`src/logic/i2cs_pkg.sv`:
```
`default_nettype none
// =====================================================================
// Shared constants
package i2cs_pkg;
  localparam int ADDR_W = 32;
  localparam int DATA_W = 16;
  localparam int BYTE_W = 8;
  localparam int CTRL_W = 4;
  localparam int IRQ_W  = 4;

  // =====================================================================
  // Register byte addresses
  localparam logic [ADDR_W-1:0] REG_RX_DATA  = 32'hFFFF_0930;
  localparam logic [ADDR_W-1:0] REG_ALT_ID   = 32'hFFFF_0938;
  localparam logic [ADDR_W-1:0] REG_CTRL     = 32'hFFFF_0928;
  localparam logic [ADDR_W-1:0] REG_STATUS   = 32'hFFFF_092C;
  localparam logic [ADDR_W-1:0] REG_OWN_ID   = 32'hFFFF_0950;
  localparam logic [ADDR_W-1:0] REG_IRQ_STS  = 32'hFFFF_0954;
  localparam logic [ADDR_W-1:0] REG_IRQ_MASK = 32'hFFFF_0958;

  // =====================================================================
  // Field positions
  localparam int CTRL_EN    = 0;
  localparam int CTRL_EARLY = 1;
  localparam int CTRL_TXIRQ = 2;
  localparam int CTRL_ALTEN = 3;
  localparam int STA_EARLY  = 0;
  localparam int STA_UFLOW  = 1;
  localparam int STA_TXREQ  = 2;
  localparam int STA_ALTHIT = 8;
  localparam int IRQ_TXREQ  = 0;
  localparam int IRQ_UFLOW  = 1;
  localparam int IRQ_EARLY  = 2;
  localparam int IRQ_ALTHIT = 3;

  // =====================================================================
  // Reset values and codes
  localparam logic [BYTE_W-1:0] RX_RST     = 8'h00;
  localparam logic [BYTE_W-1:0] ALT_RST    = 8'h00;
  localparam logic [CTRL_W-1:0] CTRL_RST   = 4'h0;
  localparam logic [6:0]        OWN_ID_RST = 7'h3A;
  localparam logic [6:0]        GC_ADDR    = 7'h00;
  localparam logic [BYTE_W-1:0] IDLE_BYTE  = 8'hFF;
  localparam logic [2:0]        BIT_LAST   = 3'h7;

  typedef enum logic [2:0] {
    ST_IDLE = 3'b000,
    ST_ADDR = 3'b001,
    ST_AACK = 3'b011,
    ST_DATA = 3'b010,
    ST_DACK = 3'b110,
    ST_SKIP = 3'b100
  } i2cs_state_t;
endpackage
`default_nettype wire

```
`src/logic/i2cs_line_if.sv`:
```
`timescale 1ns/1ps
`default_nettype none
// =====================================================================
// Sampled bus line events
interface i2cs_line_if;
  logic sclRise;
  logic sclFall;
  logic sdaLvl;
  logic start;
  logic stop;
  modport src (output sclRise, output sclFall, output sdaLvl, output start, output stop);
  modport dst (input sclRise, input sclFall, input sdaLvl, input start, input stop);
endinterface
`default_nettype wire

```
`src/logic/i2cs_irq.sv`:
```
`timescale 1ns/1ps
`default_nettype none
// =====================================================================
// Sticky event status, mask and level interrupt
module i2cs_irq #(
  parameter int W = 4
) (
  // Clock and reset
  input  wire logic         mclk,
  input  wire logic         rst,
  // Events and software access
  input  wire logic [W-1:0] evt,
  input  wire logic         stsWr,
  input  wire logic         maskWr,
  input  wire logic [W-1:0] wdata,
  input  wire logic         levelReq,
  // State
  output logic      [W-1:0] sts,
  output logic      [W-1:0] mask,
  output logic              irq
);
  // Set wins over a write-one clear in the same cycle
  always_ff @(posedge mclk) begin
    if (rst) begin
      sts <= '0;
    end else begin
      sts <= (sts & ~(stsWr ? wdata : '0)) | evt;
    end
  end

  always_ff @(posedge mclk) begin
    if (rst) begin
      mask <= '0;
    end else if (maskWr) begin
      mask <= wdata;
    end
  end

  always_ff @(posedge mclk) begin
    if (rst) begin
      irq <= 1'b0;
    end else begin
      irq <= (|(sts & mask)) || levelReq;
    end
  end
endmodule
`default_nettype wire

```
`src/logic/i2cs_slave_status.sv`:
```
`timescale 1ns/1ps
`default_nettype none
// Notes on behaviour
// - Early-tx off: read match sets tx request after the direction bit's SCL fall.
// - Early-tx on: read match sets tx request after the direction bit's SCL rise.
// - Tx request with its interrupt enable set raises the interrupt.
// - Read match with empty transmit FIFO sets underflow at direction bit rise.
// - Early-tx off: early status mirrors transmit FIFO empty.
// - Early-tx on: write match sets early status at direction bit rise.
// - Early-tx on: early status asserts once per transfer; a status read clears it.
// - Receive data register: 8 bits, read only, resets to zero.
// - Alternate ID register: 8 bits read/write, used when control bit 3 set.
// - Hardware general call second byte is compared against the alternate ID.
// - Hardware general call second byte is left in the receive register.
module i2cs_slave_status (
  // Clock and reset
  input  wire logic                        mclk,
  input  wire logic                        rst,
  // Register port
  input  wire logic [i2cs_pkg::ADDR_W-1:0] regAddr,
  input  wire logic [i2cs_pkg::DATA_W-1:0] regWdata,
  input  wire logic                        regWr,
  input  wire logic                        regRd,
  output logic      [i2cs_pkg::DATA_W-1:0] regRdata,
  // Two-wire pins
  input  wire logic                        sclIn,
  input  wire logic                        sdaIn,
  output logic                             sdaOut,
  output logic                             sdaOeN,
  // Transmit FIFO side
  input  wire logic                        txEmpty,
  input  wire logic [i2cs_pkg::BYTE_W-1:0] txByte,
  output logic                             txPop,
  // Interrupt
  output logic                             irq
);
  import i2cs_pkg::*;

  // =====================================================================
  // Declarations
  i2cs_line_if line ();

  i2cs_state_t              state;
  logic [2:0]               bitCnt;
  logic                     ackPhase;
  logic [BYTE_W-1:0]        shiftIn;
  logic [BYTE_W-1:0]        txShift;
  logic                     matched;
  logic                     dirRead;
  logic                     gcFirst;
  logic                     masterNack;
  logic [CTRL_W-1:0]        ctrl;
  logic [6:0]               ownId;
  logic [BYTE_W-1:0]        altId;
  logic [BYTE_W-1:0]        rxData;
  logic                     txReq;
  logic                     uflow;
  logic                     early;
  logic                     earlyDone;
  logic                     altHit;
  logic [IRQ_W-1:0]         irqEvt;
  logic [IRQ_W-1:0]         irqSts;
  logic [IRQ_W-1:0]         irqMask;
  logic [DATA_W-1:0]        statusWord;
  logic [BYTE_W-1:0]        txNext;

  logic earlyEn;
  logic lastBit;
  logic readNow;
  logic hitNow;
  logic dirRise;
  logic inAck;
  logic ackFall1;
  logic ackFall2;
  logic byteEndW;
  logic gcByteEnd;
  logic stsRead;
  logic txReqSet;
  logic uflowSet;
  logic earlySet;
  logic altHitSet;
  logic loadTx;

  i2cs_sync uSync (
    .mclk  (mclk),
    .rst   (rst),
    .sclIn (sclIn),
    .sdaIn (sdaIn),
    .line  (line.src)
  );

  // =====================================================================
  // Decode of bus phases
  assign earlyEn   = ctrl[CTRL_EARLY];
  assign lastBit   = (bitCnt == BIT_LAST);
  assign readNow   = line.sdaLvl;
  // General call is only a write; a read to address zero is not ours
  assign hitNow    = ctrl[CTRL_EN] && ((shiftIn[6:0] == ownId) ||
                     ((shiftIn[6:0] == GC_ADDR) && !readNow));
  assign dirRise   = line.sclRise && (state == ST_ADDR) && lastBit;
  assign inAck     = (state == ST_AACK) || (state == ST_DACK);
  assign ackFall1  = line.sclFall && inAck && !ackPhase;
  assign ackFall2  = line.sclFall && inAck && ackPhase;
  assign byteEndW  = ackFall1 && (state == ST_DACK) && !dirRead;
  assign gcByteEnd = byteEndW && gcFirst;
  assign stsRead   = regRd && (regAddr == REG_STATUS);
  assign txReqSet  = (ackFall1 && (state == ST_AACK) && matched && dirRead && !earlyEn) ||
                     (dirRise && hitNow && readNow && earlyEn);
  assign uflowSet  = dirRise && hitNow && readNow && txEmpty;
  assign earlySet  = dirRise && hitNow && !readNow && earlyEn && !earlyDone;
  assign altHitSet = gcByteEnd && ctrl[CTRL_ALTEN] && (shiftIn == altId);
  assign loadTx    = ackFall2 && matched && dirRead &&
                     !((state == ST_DACK) && masterNack);
  // An empty FIFO sends all ones, which leaves the line released
  assign txNext    = txEmpty ? IDLE_BYTE : txByte;

  // =====================================================================
  // Frame state machine
  always_ff @(posedge mclk) begin
    if (rst) begin
      state      <= ST_IDLE;
      bitCnt     <= '0;
      ackPhase   <= 1'b0;
      shiftIn    <= '0;
      matched    <= 1'b0;
      dirRead    <= 1'b0;
      gcFirst    <= 1'b0;
      masterNack <= 1'b0;
    end else if (line.stop) begin
      state    <= ST_IDLE;
      ackPhase <= 1'b0;
      matched  <= 1'b0;
      gcFirst  <= 1'b0;
    end else if (line.start) begin
      state    <= ST_ADDR;
      bitCnt   <= '0;
      ackPhase <= 1'b0;
      matched  <= 1'b0;
      gcFirst  <= 1'b0;
    end else begin
      case (state)
        ST_ADDR: begin
          if (line.sclRise) begin
            shiftIn <= {shiftIn[6:0], line.sdaLvl};
            bitCnt  <= bitCnt + 3'h1;
            if (lastBit) begin
              state   <= ST_AACK;
              matched <= hitNow;
              dirRead <= readNow;
              gcFirst <= hitNow && (shiftIn[6:0] == GC_ADDR) && !readNow;
            end
          end
        end
        ST_AACK: begin
          if (line.sclFall) begin
            if (!ackPhase) begin
              ackPhase <= 1'b1;
            end else begin
              ackPhase <= 1'b0;
              bitCnt   <= '0;
              state    <= matched ? ST_DATA : ST_SKIP;
            end
          end
        end
        ST_DATA: begin
          if (line.sclRise) begin
            shiftIn <= {shiftIn[6:0], line.sdaLvl};
            bitCnt  <= bitCnt + 3'h1;
            if (lastBit) begin
              state <= ST_DACK;
            end
          end
        end
        ST_DACK: begin
          if (line.sclRise && ackPhase) begin
            masterNack <= line.sdaLvl;
          end
          if (line.sclFall) begin
            if (!ackPhase) begin
              ackPhase <= 1'b1;
            end else begin
              ackPhase <= 1'b0;
              bitCnt   <= '0;
              gcFirst  <= 1'b0;
              state    <= (dirRead && masterNack) ? ST_SKIP : ST_DATA;
            end
          end
        end
        default: begin
        end
      endcase
    end
  end

  // =====================================================================
  // Data line drive, open drain: only ever pulls low
  always_ff @(posedge mclk) begin
    if (rst) begin
      sdaOeN  <= 1'b1;
      sdaOut  <= 1'b0;
      txShift <= '0;
      txPop   <= 1'b0;
    end else begin
      sdaOut <= 1'b0;
      txPop  <= 1'b0;
      if (line.start || line.stop) begin
        sdaOeN <= 1'b1;
      end else if (ackFall1 && (state == ST_AACK)) begin
        sdaOeN <= !matched;
      end else if (ackFall1) begin
        sdaOeN <= dirRead;
      end else if (loadTx) begin
        sdaOeN  <= txNext[7];
        txShift <= {txNext[6:0], 1'b0};
        txPop   <= !txEmpty;
      end else if (ackFall2) begin
        sdaOeN <= 1'b1;
      end else if (line.sclFall && (state == ST_DATA) && dirRead && matched) begin
        sdaOeN  <= txShift[7];
        txShift <= {txShift[6:0], 1'b0};
      end
    end
  end

  // =====================================================================
  // Status flags
  always_ff @(posedge mclk) begin
    if (rst) begin
      txReq <= 1'b0;
    end else if (txReqSet) begin
      txReq <= 1'b1;
    end else if (line.start || line.stop || txPop) begin
      txReq <= 1'b0;
    end
  end

  always_ff @(posedge mclk) begin
    if (rst) begin
      uflow <= 1'b0;
    end else if (uflowSet) begin
      uflow <= 1'b1;
    end else if (line.start || line.stop) begin
      uflow <= 1'b0;
    end
  end

  // A status read in the same cycle as a set loses, so no event is dropped
  always_ff @(posedge mclk) begin
    if (rst) begin
      early <= 1'b0;
    end else if (!earlyEn) begin
      early <= txEmpty;
    end else if (earlySet) begin
      early <= 1'b1;
    end else if (stsRead) begin
      early <= 1'b0;
    end
  end

  always_ff @(posedge mclk) begin
    if (rst) begin
      earlyDone <= 1'b0;
    end else if (earlySet) begin
      earlyDone <= 1'b1;
    end else if (line.start || line.stop) begin
      earlyDone <= 1'b0;
    end
  end

  always_ff @(posedge mclk) begin
    if (rst) begin
      altHit <= 1'b0;
    end else if (altHitSet) begin
      altHit <= 1'b1;
    end else if (line.start) begin
      altHit <= 1'b0;
    end
  end

  always_ff @(posedge mclk) begin
    if (rst) begin
      rxData <= RX_RST;
    end else if (byteEndW) begin
      rxData <= shiftIn;
    end
  end

  // =====================================================================
  // Register writes
  always_ff @(posedge mclk) begin
    if (rst) begin
      ctrl  <= CTRL_RST;
      ownId <= OWN_ID_RST;
      altId <= ALT_RST;
    end else if (regWr && (regAddr == REG_CTRL)) begin
      ctrl <= regWdata[CTRL_W-1:0];
    end else if (regWr && (regAddr == REG_OWN_ID)) begin
      ownId <= regWdata[6:0];
    end else if (regWr && (regAddr == REG_ALT_ID)) begin
      altId <= regWdata[BYTE_W-1:0];
    end
  end

  // =====================================================================
  // Register reads, data valid the cycle after the strobe only
  always_comb begin
    statusWord             = '0;
    statusWord[STA_EARLY]  = early;
    statusWord[STA_UFLOW]  = uflow;
    statusWord[STA_TXREQ]  = txReq;
    statusWord[STA_ALTHIT] = altHit;
  end

  always_ff @(posedge mclk) begin
    if (rst) begin
      regRdata <= '0;
    end else if (!regRd) begin
      regRdata <= '0;
    end else if (regAddr == REG_RX_DATA) begin
      regRdata <= {{(DATA_W-BYTE_W){1'b0}}, rxData};
    end else if (regAddr == REG_ALT_ID) begin
      regRdata <= {{(DATA_W-BYTE_W){1'b0}}, altId};
    end else if (regAddr == REG_CTRL) begin
      regRdata <= {{(DATA_W-CTRL_W){1'b0}}, ctrl};
    end else if (regAddr == REG_STATUS) begin
      regRdata <= statusWord;
    end else if (regAddr == REG_OWN_ID) begin
      regRdata <= {{(DATA_W-7){1'b0}}, ownId};
    end else if (regAddr == REG_IRQ_STS) begin
      regRdata <= {{(DATA_W-IRQ_W){1'b0}}, irqSts};
    end else if (regAddr == REG_IRQ_MASK) begin
      regRdata <= {{(DATA_W-IRQ_W){1'b0}}, irqMask};
    end else begin
      regRdata <= '0;
    end
  end

  // =====================================================================
  // Interrupts
  always_comb begin
    irqEvt             = '0;
    irqEvt[IRQ_TXREQ]  = txReqSet;
    irqEvt[IRQ_UFLOW]  = uflowSet;
    irqEvt[IRQ_EARLY]  = earlySet;
    irqEvt[IRQ_ALTHIT] = altHitSet;
  end

  i2cs_irq #(
    .W (IRQ_W)
  ) uIrq (
    .mclk     (mclk),
    .rst      (rst),
    .evt      (irqEvt),
    .stsWr    (regWr && (regAddr == REG_IRQ_STS)),
    .maskWr   (regWr && (regAddr == REG_IRQ_MASK)),
    .wdata    (regWdata[IRQ_W-1:0]),
    .levelReq (txReq && ctrl[CTRL_TXIRQ]),
    .sts      (irqSts),
    .mask     (irqMask),
    .irq      (irq)
  );
endmodule
`default_nettype wire

```
`src/logic/i2cs_sync.sv`:
```
`timescale 1ns/1ps
`default_nettype none
// =====================================================================
// Pin synchroniser and edge finder
module i2cs_sync (
  // Clock and reset
  input  wire logic  mclk,
  input  wire logic  rst,
  // Pins
  input  wire logic  sclIn,
  input  wire logic  sdaIn,
  // Events
  i2cs_line_if.src   line
);
  logic sclMeta;
  logic sclSync;
  logic sclPrev;
  logic sdaMeta;
  logic sdaSync;
  logic sdaPrev;

  // Idle bus is high, so reset to high avoids a false start
  always_ff @(posedge mclk) begin
    if (rst) begin
      sclMeta <= 1'b1;
      sclSync <= 1'b1;
      sclPrev <= 1'b1;
      sdaMeta <= 1'b1;
      sdaSync <= 1'b1;
      sdaPrev <= 1'b1;
    end else begin
      sclMeta <= sclIn;
      sclSync <= sclMeta;
      sclPrev <= sclSync;
      sdaMeta <= sdaIn;
      sdaSync <= sdaMeta;
      sdaPrev <= sdaSync;
    end
  end

  assign line.sclRise = sclSync && !sclPrev;
  assign line.sclFall = !sclSync && sclPrev;
  assign line.sdaLvl  = sdaSync;
  assign line.start   = sclSync && sclPrev && sdaPrev && !sdaSync;
  assign line.stop    = sclSync && sclPrev && !sdaPrev && sdaSync;
endmodule
`default_nettype wire

```
`config.mk`:
```
export PLATFORM = sky130hd
export DESIGN_NAME = i2cs_slave_status
export DESIGN_NICKNAME = d
export VERILOG_FILES = /design/src/logic/i2cs_pkg.sv /design/src/logic/i2cs_line_if.sv /design/src/logic/i2cs_irq.sv /design/src/logic/i2cs_slave_status.sv /design/src/logic/i2cs_sync.sv
export SDC_FILE = /design/constraint.sdc
export NUM_CORES = 1
export LEC_CHECK = 0
export BUFFER_PORTS_ARGS = -buffer_cell sky130_fd_sc_hd__buf_2
export CAP_MARGIN = 40
export CORE_UTILIZATION = 37
export CTS_CLUSTER_DIAMETER = 60
export DETAILED_ROUTE_END_ITERATION = 16
export GPL_ROUTABILITY_DRIVEN = 0
export PLACE_DENSITY = 0.64
export SLEW_MARGIN = 20
export SYNTH_ARGS = -nofsm -noshare
export SYNTH_HDL_FRONTEND = slang
export SYNTH_SLANG_ARGS = --single-unit
export TNS_END_PERCENT = 20
```
`constraint.sdc`:
```
create_clock -name mclk -period 2.5 [get_ports mclk]
set_input_delay 0.25 -clock mclk [delete_from_list [all_inputs] [get_ports mclk]]
set_output_delay 0.25 -clock mclk [all_outputs]
set_load 0.03 [all_outputs]
```
==> results of run 1 <==
[logic make-up (layout without fill, tap and decap cells)]
| logic type | Yosys count | count (layout) | share of synthesized area, % |
|---|---|---|---|
| flip-flops | 84 | 84 | 40.9 |
| AO/OA/AOI/OAI | 81 | 81 | 13.0 |
| adder cells (fa/ha/maj) | 2 | 2 | 0.609 |
| buffers and inverters | 40 | 98 | 4.90 |
| other | 1 | 8 | 0.0913 |
| AND/OR/NAND/NOR | 175 | 175 | 23.2 |
| multiplexers | 54 | 54 | 13.2 |
| XOR/XNOR | 19 | 19 | 4.05 |
[Yosys cell counts (all sizes together), types with 2 or more instances]
cell	count
a21o	2
o21ai	10
nand4b	3
nand3	11
nand4bb	2
buf	14
nor2	49
nor4	4
and3	2
or3	4
nand2	27
o211ai	2
a221oi	3
nor2b	5
or4	4
nor3	24
nand4	13
a21oi	28
o31ai	5
inv	10
a211oi	8
nand3b	3
ha	2
xnor2	13
dfxtp	84
o22a	2
nand2b	6
mux2i	52
and3b	2
nor3b	3
a22oi	3
a31oi	2
and2	3
or2	6
o2111ai	3
o311ai	3
mux2	2
xor2	6
clkbuf	16
[registers in the layout, summed over array words and instances (netlist names), 4 cells and up]
signal	count
altId	8
ctrl	4
ownId	7
regRdata	9
rxData	8
shiftIn	8
txShift	7
uIrq.mask	4
uIrq.sts	4
[critical path, stage by stage (launching register included)]
cell and delay [ns]:
dfxtp_1 0.44, and2b_1 0.33, nand2_1 0.07, or4_4 0.55, or4_4 0.55, o21ai_0 0.08
[through the flow]
step / cells / util (%) / setup WS, ns / hold slack (ns)
finish: 661 / 43.7 / 0.411 / 0.0652
global placement: 645 / 41.7 / 0.492 / 0.391
CTS: 661 / 43.7 / 0.434 / 0.0477
detailed placement: 645 / 41.7 / 0.445 / 0.395
global route: 661 / 43.7 / 0.381 / 0.0532
floorplan: 463 / - / 0.661 / 0.354
[power groups by stage]
stage               combinational (mW)  sequential (mW)  clock (mW)
finish                           0.166             1.36        1.06
global route                     0.183             1.36        1.15
CTS                              0.166             1.36        1.08
detailed placement               0.166             1.39           0
global placement                 0.162             1.39           0
floorplan                        0.109             1.38           0
[layer usage]
layer	wire, um	global-route usage [%]
met5	0	0
met4	275	8.61
met3	520	3.21
met2	4790	30.0
met1	4590	23.4
[area by class of cell]
type | instances | area [sq um]
Clock buffer | 11 | 131
Clock inverter | 5 | 85.1
Fill cell | 1053 | 6100
Inverter | 10 | 37.5
Multi-Input combinational cell | 339 | 2250
Sequential cell | 84 | 1680
Tap cell | 140 | 175
Timing Repair Buffer | 72 | 375
[worst paths after layout]
check	startpoint	end	slack, ns	cells after the start
worst max-delay path	state[0]	uIrq.sts[3]	0.41	5
worst min register to register	uSync.sdaMeta	uSync.line.sdaLvl	0.41	1
worst min-delay path	sdaIn	uSync.sdaMeta	0.07	2
worst max register to register	state[0]	uIrq.sts[3]	0.41	5
==> out/results.txt, run 1 <==
TritonCTS Sinks -> 84
Yosys cell types -> 62
Final min period -> 2.09 ns
Post-synthesis area per instance -> 9.01 sq um
Worst VDD drop -> 0.000313 V
Yosys reg bits -> 84
Total iterations of the first detailed-routing run -> 5
Highest Clock Rate -> 479 MHz
CTS root buf -> clkbuf_8
Number of synthesized flops with an enable pin -> 0
DR vias/cell -> 5.45
MaxCap Viol Count -> 0
Bufs on Longest Clock Path -> 2
Main synth FF type -> dfxtp_1
Post-detail-place hpwl -> 7.48 mm
Std-Cell Rows -> 38
Post-CTS sizing -> 0
DR vias -> 3605
Kind of end point of the critical path -> flop
Post-synth top area cell -> dfxtp_1
Most frequent cells in the layout -> dfxtp_1, buf_2, mux2i_1
Port bufs -> 66
Max-slew violation total from the final report -> 0
Pwr dens -> 545 nW/um^2
Residual DRC -> 0
Boundary Pins -> 83
Slew headroom -> 57.6%
CTS tree -> done
Startpoint types -> flop
Ys Warns -> 0
RSZ-0062 raised after global routing -> false
GRT overflow -> 0
Post-synth top area share -> 40.9%
Die width -> 107 um
Synth area leaders -> dfxtp_1, mux2i_1, nor2_1
Antenna violations before repair -> 0
Post-Place Cell Area -> 4520 sq um
Commonest non-fill, non-tap cell in the layout -> dfxtp_1
CTS Buf Count -> 9
WL per Instance -> 15.4 um
Initial DRC Count -> 224
Htree depth -> 3
Synth async-reset ratio -> 0%
Die Ht -> 107 um
Cell count after synthesis -> 456
Crit Path Class -> reg2reg
P_leak -> 2.07 nW
Initial core utilization -> 37.9%
Layout cell share with drive strength beyond 1 -> 19.6%
Crit-path max FO -> 11
WP data required -> 2.79 ns
Final #Nets -> 581
Total wire length -> 10.2 mm
Largest net degree at the start of global routing -> 63
Clock power share -> 41.1%
Power, Total -> 2.58 mW
First-pass GRT wire length -> 16.4 mm
Final hold violations -> 0
Sequential share of the synthesized area -> 40.9%
Final ANT Viol Nets -> 0
Worst-Margin Slew -> 0.637 ns
Logic pwr share -> 6.4%
Diodes inserted -> 0
Hold crit path type -> in2reg
Status -> complete, no violations
Post-CTS setup buffers -> 0
Sequential group share of total power -> 52.5%
Power Internal -> 1.97 mW
Setup TNS -> 0 ns
Layout area overhead -> 15.3%
Reg clk slew, reported paths -> 0.09 ns
Clock Skew -> 0.0126 ns
Number of global-route vias before repair -> 3369
Final cycle utilization of the critical path -> 83.6%
Total GRT Usage -> 18.4%
NetSw -> 0.608 mW
Clock latency on the worst-skew pair -> 0.36 ns
Final setup vio count -> 0
Synth Cell Area -> 4110 sq um
CORE AREA -> 10800 sq um
Data arrival, critical path -> 2.38 ns
CTS Hold Bufs -> 0
Sw frac -> 23.6%
Final Cell Area -> 4740 sq um
Die area -> 11500 sq um
Power figures use the tool's default switching activity.
==> run 2: changes to the inputs <==
--- a/config.mk
+++ b/config.mk
@@ -11,7 +11,7 @@
 export CTS_CLUSTER_DIAMETER = 60
 export DETAILED_ROUTE_END_ITERATION = 16
 export GPL_ROUTABILITY_DRIVEN = 0
-export PLACE_DENSITY = 0.64
+export PLACE_DENSITY = 0.67
 export SLEW_MARGIN = 20
 export SYNTH_ARGS = -nofsm -noshare
 export SYNTH_HDL_FRONTEND = slang
==> constraint.sdc (replaced) <==
create_clock -name mclk -period 1.7 [get_ports mclk]
set_input_delay 0.17 -clock mclk [delete_from_list [all_inputs] [get_ports mclk]]
set_output_delay 0.17 -clock mclk [all_outputs]
set_load 0.03 [all_outputs]
==> run 2 against run 1 <==
  * Global-route usage grew 1.2 points
  * Critical path depth is the same
  * Sequential share of layout area shrank 2.8 points
  * Largest power group unchanged
  * Die area is the same
  * First-iteration DRC count grew 5.4%
  * Non-clock buffer count grew 42
  * Power grew 42%
  * Worst setup slack lost 0.40 ns
  * Clock skew shrank 0.0038 ns
  * Hold slack lost 0.028 ns
  * Sequential power grew 46%
==> out/results.txt, run 2 (synthesis results as in run 1) <==
Finished Layout Cells -> 703 (+6.4%)
Std-Cell Rows -> 38 (unchanged)
Bufs on Longest Clock Path -> 2 (unchanged)
Diodes inserted -> 0 (unchanged)
Total iterations of the first detailed-routing run -> 4 (-1)
Die Ht -> 107 um (unchanged)
TritonCTS Sinks -> 84 (unchanged)
Htree depth -> 3 (unchanged)
Total GRT Usage -> 19.5% (+1.2 points)
Commonest non-fill, non-tap cell in the layout -> dfxtp_1
MaxCap Viol Count -> 0 (unchanged)
P_leak -> 2.28 nW (+9.9%)
Largest net degree at the start of global routing -> 63 (unchanged)
Most frequent cells in the layout -> dfxtp_1, buf_2, mux2i_1
Kind of end point of the critical path -> flop
Reg clk slew, reported paths -> 0.08 ns (about the same)
Final #Nets -> 623 (+7.2%)
Post-Place Cell Area -> 4810 sq um (+6.3%)
Boundary Pins -> 83 (unchanged)
DR vias/cell -> 5.39 (-1.1%)
Pwr dens -> 708 nW/um^2 (+30%)
Final setup vio count -> 0 (unchanged)
First-pass GRT wire length -> 17.6 mm (+7.2%)
Inst Count DP -> 683 (+5.9%)
Hold crit path type -> in2reg
Highest Clock Rate -> 592 MHz (+24%)
CTS Buf Count -> 9 (unchanged)
Worst VDD drop -> 0.000358 V (+14%)
Hold_ws -> 0.0369 ns (-0.0283 ns)
Setup TNS -> 0 ns (unchanged)
Initial DRC Count -> 236 (+5.4%)
Clock Skew -> 0.00876 ns (-0.00382 ns)
Total wire length -> 11.0 mm (+8.4%)
Final min period -> 1.69 ns (-0.400 ns)
Layout area overhead -> 26.2%
Initial core utilization -> 37.9% (unchanged)
Post-detail-place hpwl -> 8.13 mm (+8.6%)
WP data required -> 1.99 ns (-0.80 ns)
Top Metal Used -> met5
GRT overflow -> 0 (unchanged)
Crit-path max FO -> 2 (-9)
Routed wl met3 -> 538 um (+3.5%)
Crit Path Class -> reg2reg
Power, Total -> 3.68 mW (+42%)
Startpoint types -> flop
Met1 WL -> 4.75 mm (+3.5%)
Max-slew violation total from the final report -> 0 (unchanged)
Number of global-route vias before repair -> 3679 (+9.2%)
Port bufs -> 66 (unchanged)
Largest register by flop count -> regRdata
Worst setup startpoint -> state[0]
Final hold violations -> 0 (unchanged)
RSZ-0062 raised after global routing -> true
Die area -> 11500 sq um (unchanged)
Status -> complete, no violations
Final ANT Viol Nets -> 0 (unchanged)
Final cycle utilization of the critical path -> 99.4% (+16 points)
Clock latency on the worst-skew pair -> 0.36 ns (about the same)
Layout cell share with drive strength beyond 1 -> 29.7% (+10 points)
Met2 WL -> 5.37 mm (+12%)
Hold path startpoint -> regWdata[4]
Residual DRC -> 0 (unchanged)
CTS root buf -> clkbuf_8
Data arrival, critical path -> 1.98 ns (-0.40 ns)
Worst-Margin Slew -> 0.643 ns (+0.00610 ns)
Slew headroom -> 57.2% (-0.41 points)
CORE AREA -> 10800 sq um (unchanged)
Final Cell Area -> 5190 sq um (+9.5%)
Max reg flops -> 9 (unchanged)
Antenna violations before repair -> 1 (+1)
WL per Instance -> 15.7 um (+2.0%)
CTS tree -> done
R2r startpoint -> state[0]
DR vias -> 3790 (+5.1%)
Die width -> 107 um (unchanged)
run 2: changes by cell type in the layout (fill, tap and decap cells not counted), sizes merged:
| cell | delta |
|---|---|
| bufinv | -1 |
| clkinv | +1 |
| clkinvlp | +1 |
| inv | -1 |
| buf | +40 |
| dlygate4sd3 | +2 |
run 2: where the power goes:
| group | internal, mW | total, mW | switching [mW] |
|---|---|---|---|
| registers | 1.97 | 1.99 | 0.0119 |
| logic | 0.116 | 0.290 | 0.174 |
| clock network | 0.684 | 1.40 | 0.715 |
run 2: critical path, cell delays in order, from the launching register on:
cell and delay (ns):
dfxtp_1 0.32, and2b_1 0.22, nand2_1 0.06, or4_4 0.50, or4_4 0.43, o21ai_1 0.10
run 2: layout make-up:
type | count | area, sq um
Multi-Input combinational cell | 339 | 2380
Tap cell | 140 | 175
Fill cell | 1008 | 5650
Timing Repair Buffer | 114 | 708
Inverter | 10 | 37.5
Clock inverter | 5 | 62.6
Sequential cell | 84 | 1690
Clock buffer | 11 | 131
run 2: repair_timing:
action | 4_1_cts | 5_1_grt
hold buffers | 2 | 0
pin swaps | 1 | 7
endpoints found under the setup margin | 29 | 27
gates resized for setup | 8 | 30
cloned | 0 | 1
buffers inserted | 0 | 1
endpoints found under the hold margin | 2 | 0
run 2: final timing paths:
check,end,cells after the start,slack [ns]
max,uIrq.sts[3],5,0.01
min,ownId[4],3,0.04
max reg2reg,uIrq.sts[3],5,0.01
min reg2reg,uSync.line.sdaLvl,1,0.41
run 2: metal layers:
metal	up-vias	global-route usage (%)
li1	1845	-
met1	1791	23.1
met2	122	33.8
met3	30	3.21
met4	2	10.4
met5	-	0
run 2: metrics by stage:
step                      setup WS (ns)  utilization (%)
after floorplan                 -0.0440                -
after global placement          -0.0348             44.4
after detailed placement        -0.0694             44.4
after CTS                        0.0112             46.5
after global routing            -0.0538             47.9
final                            0.0109             47.9
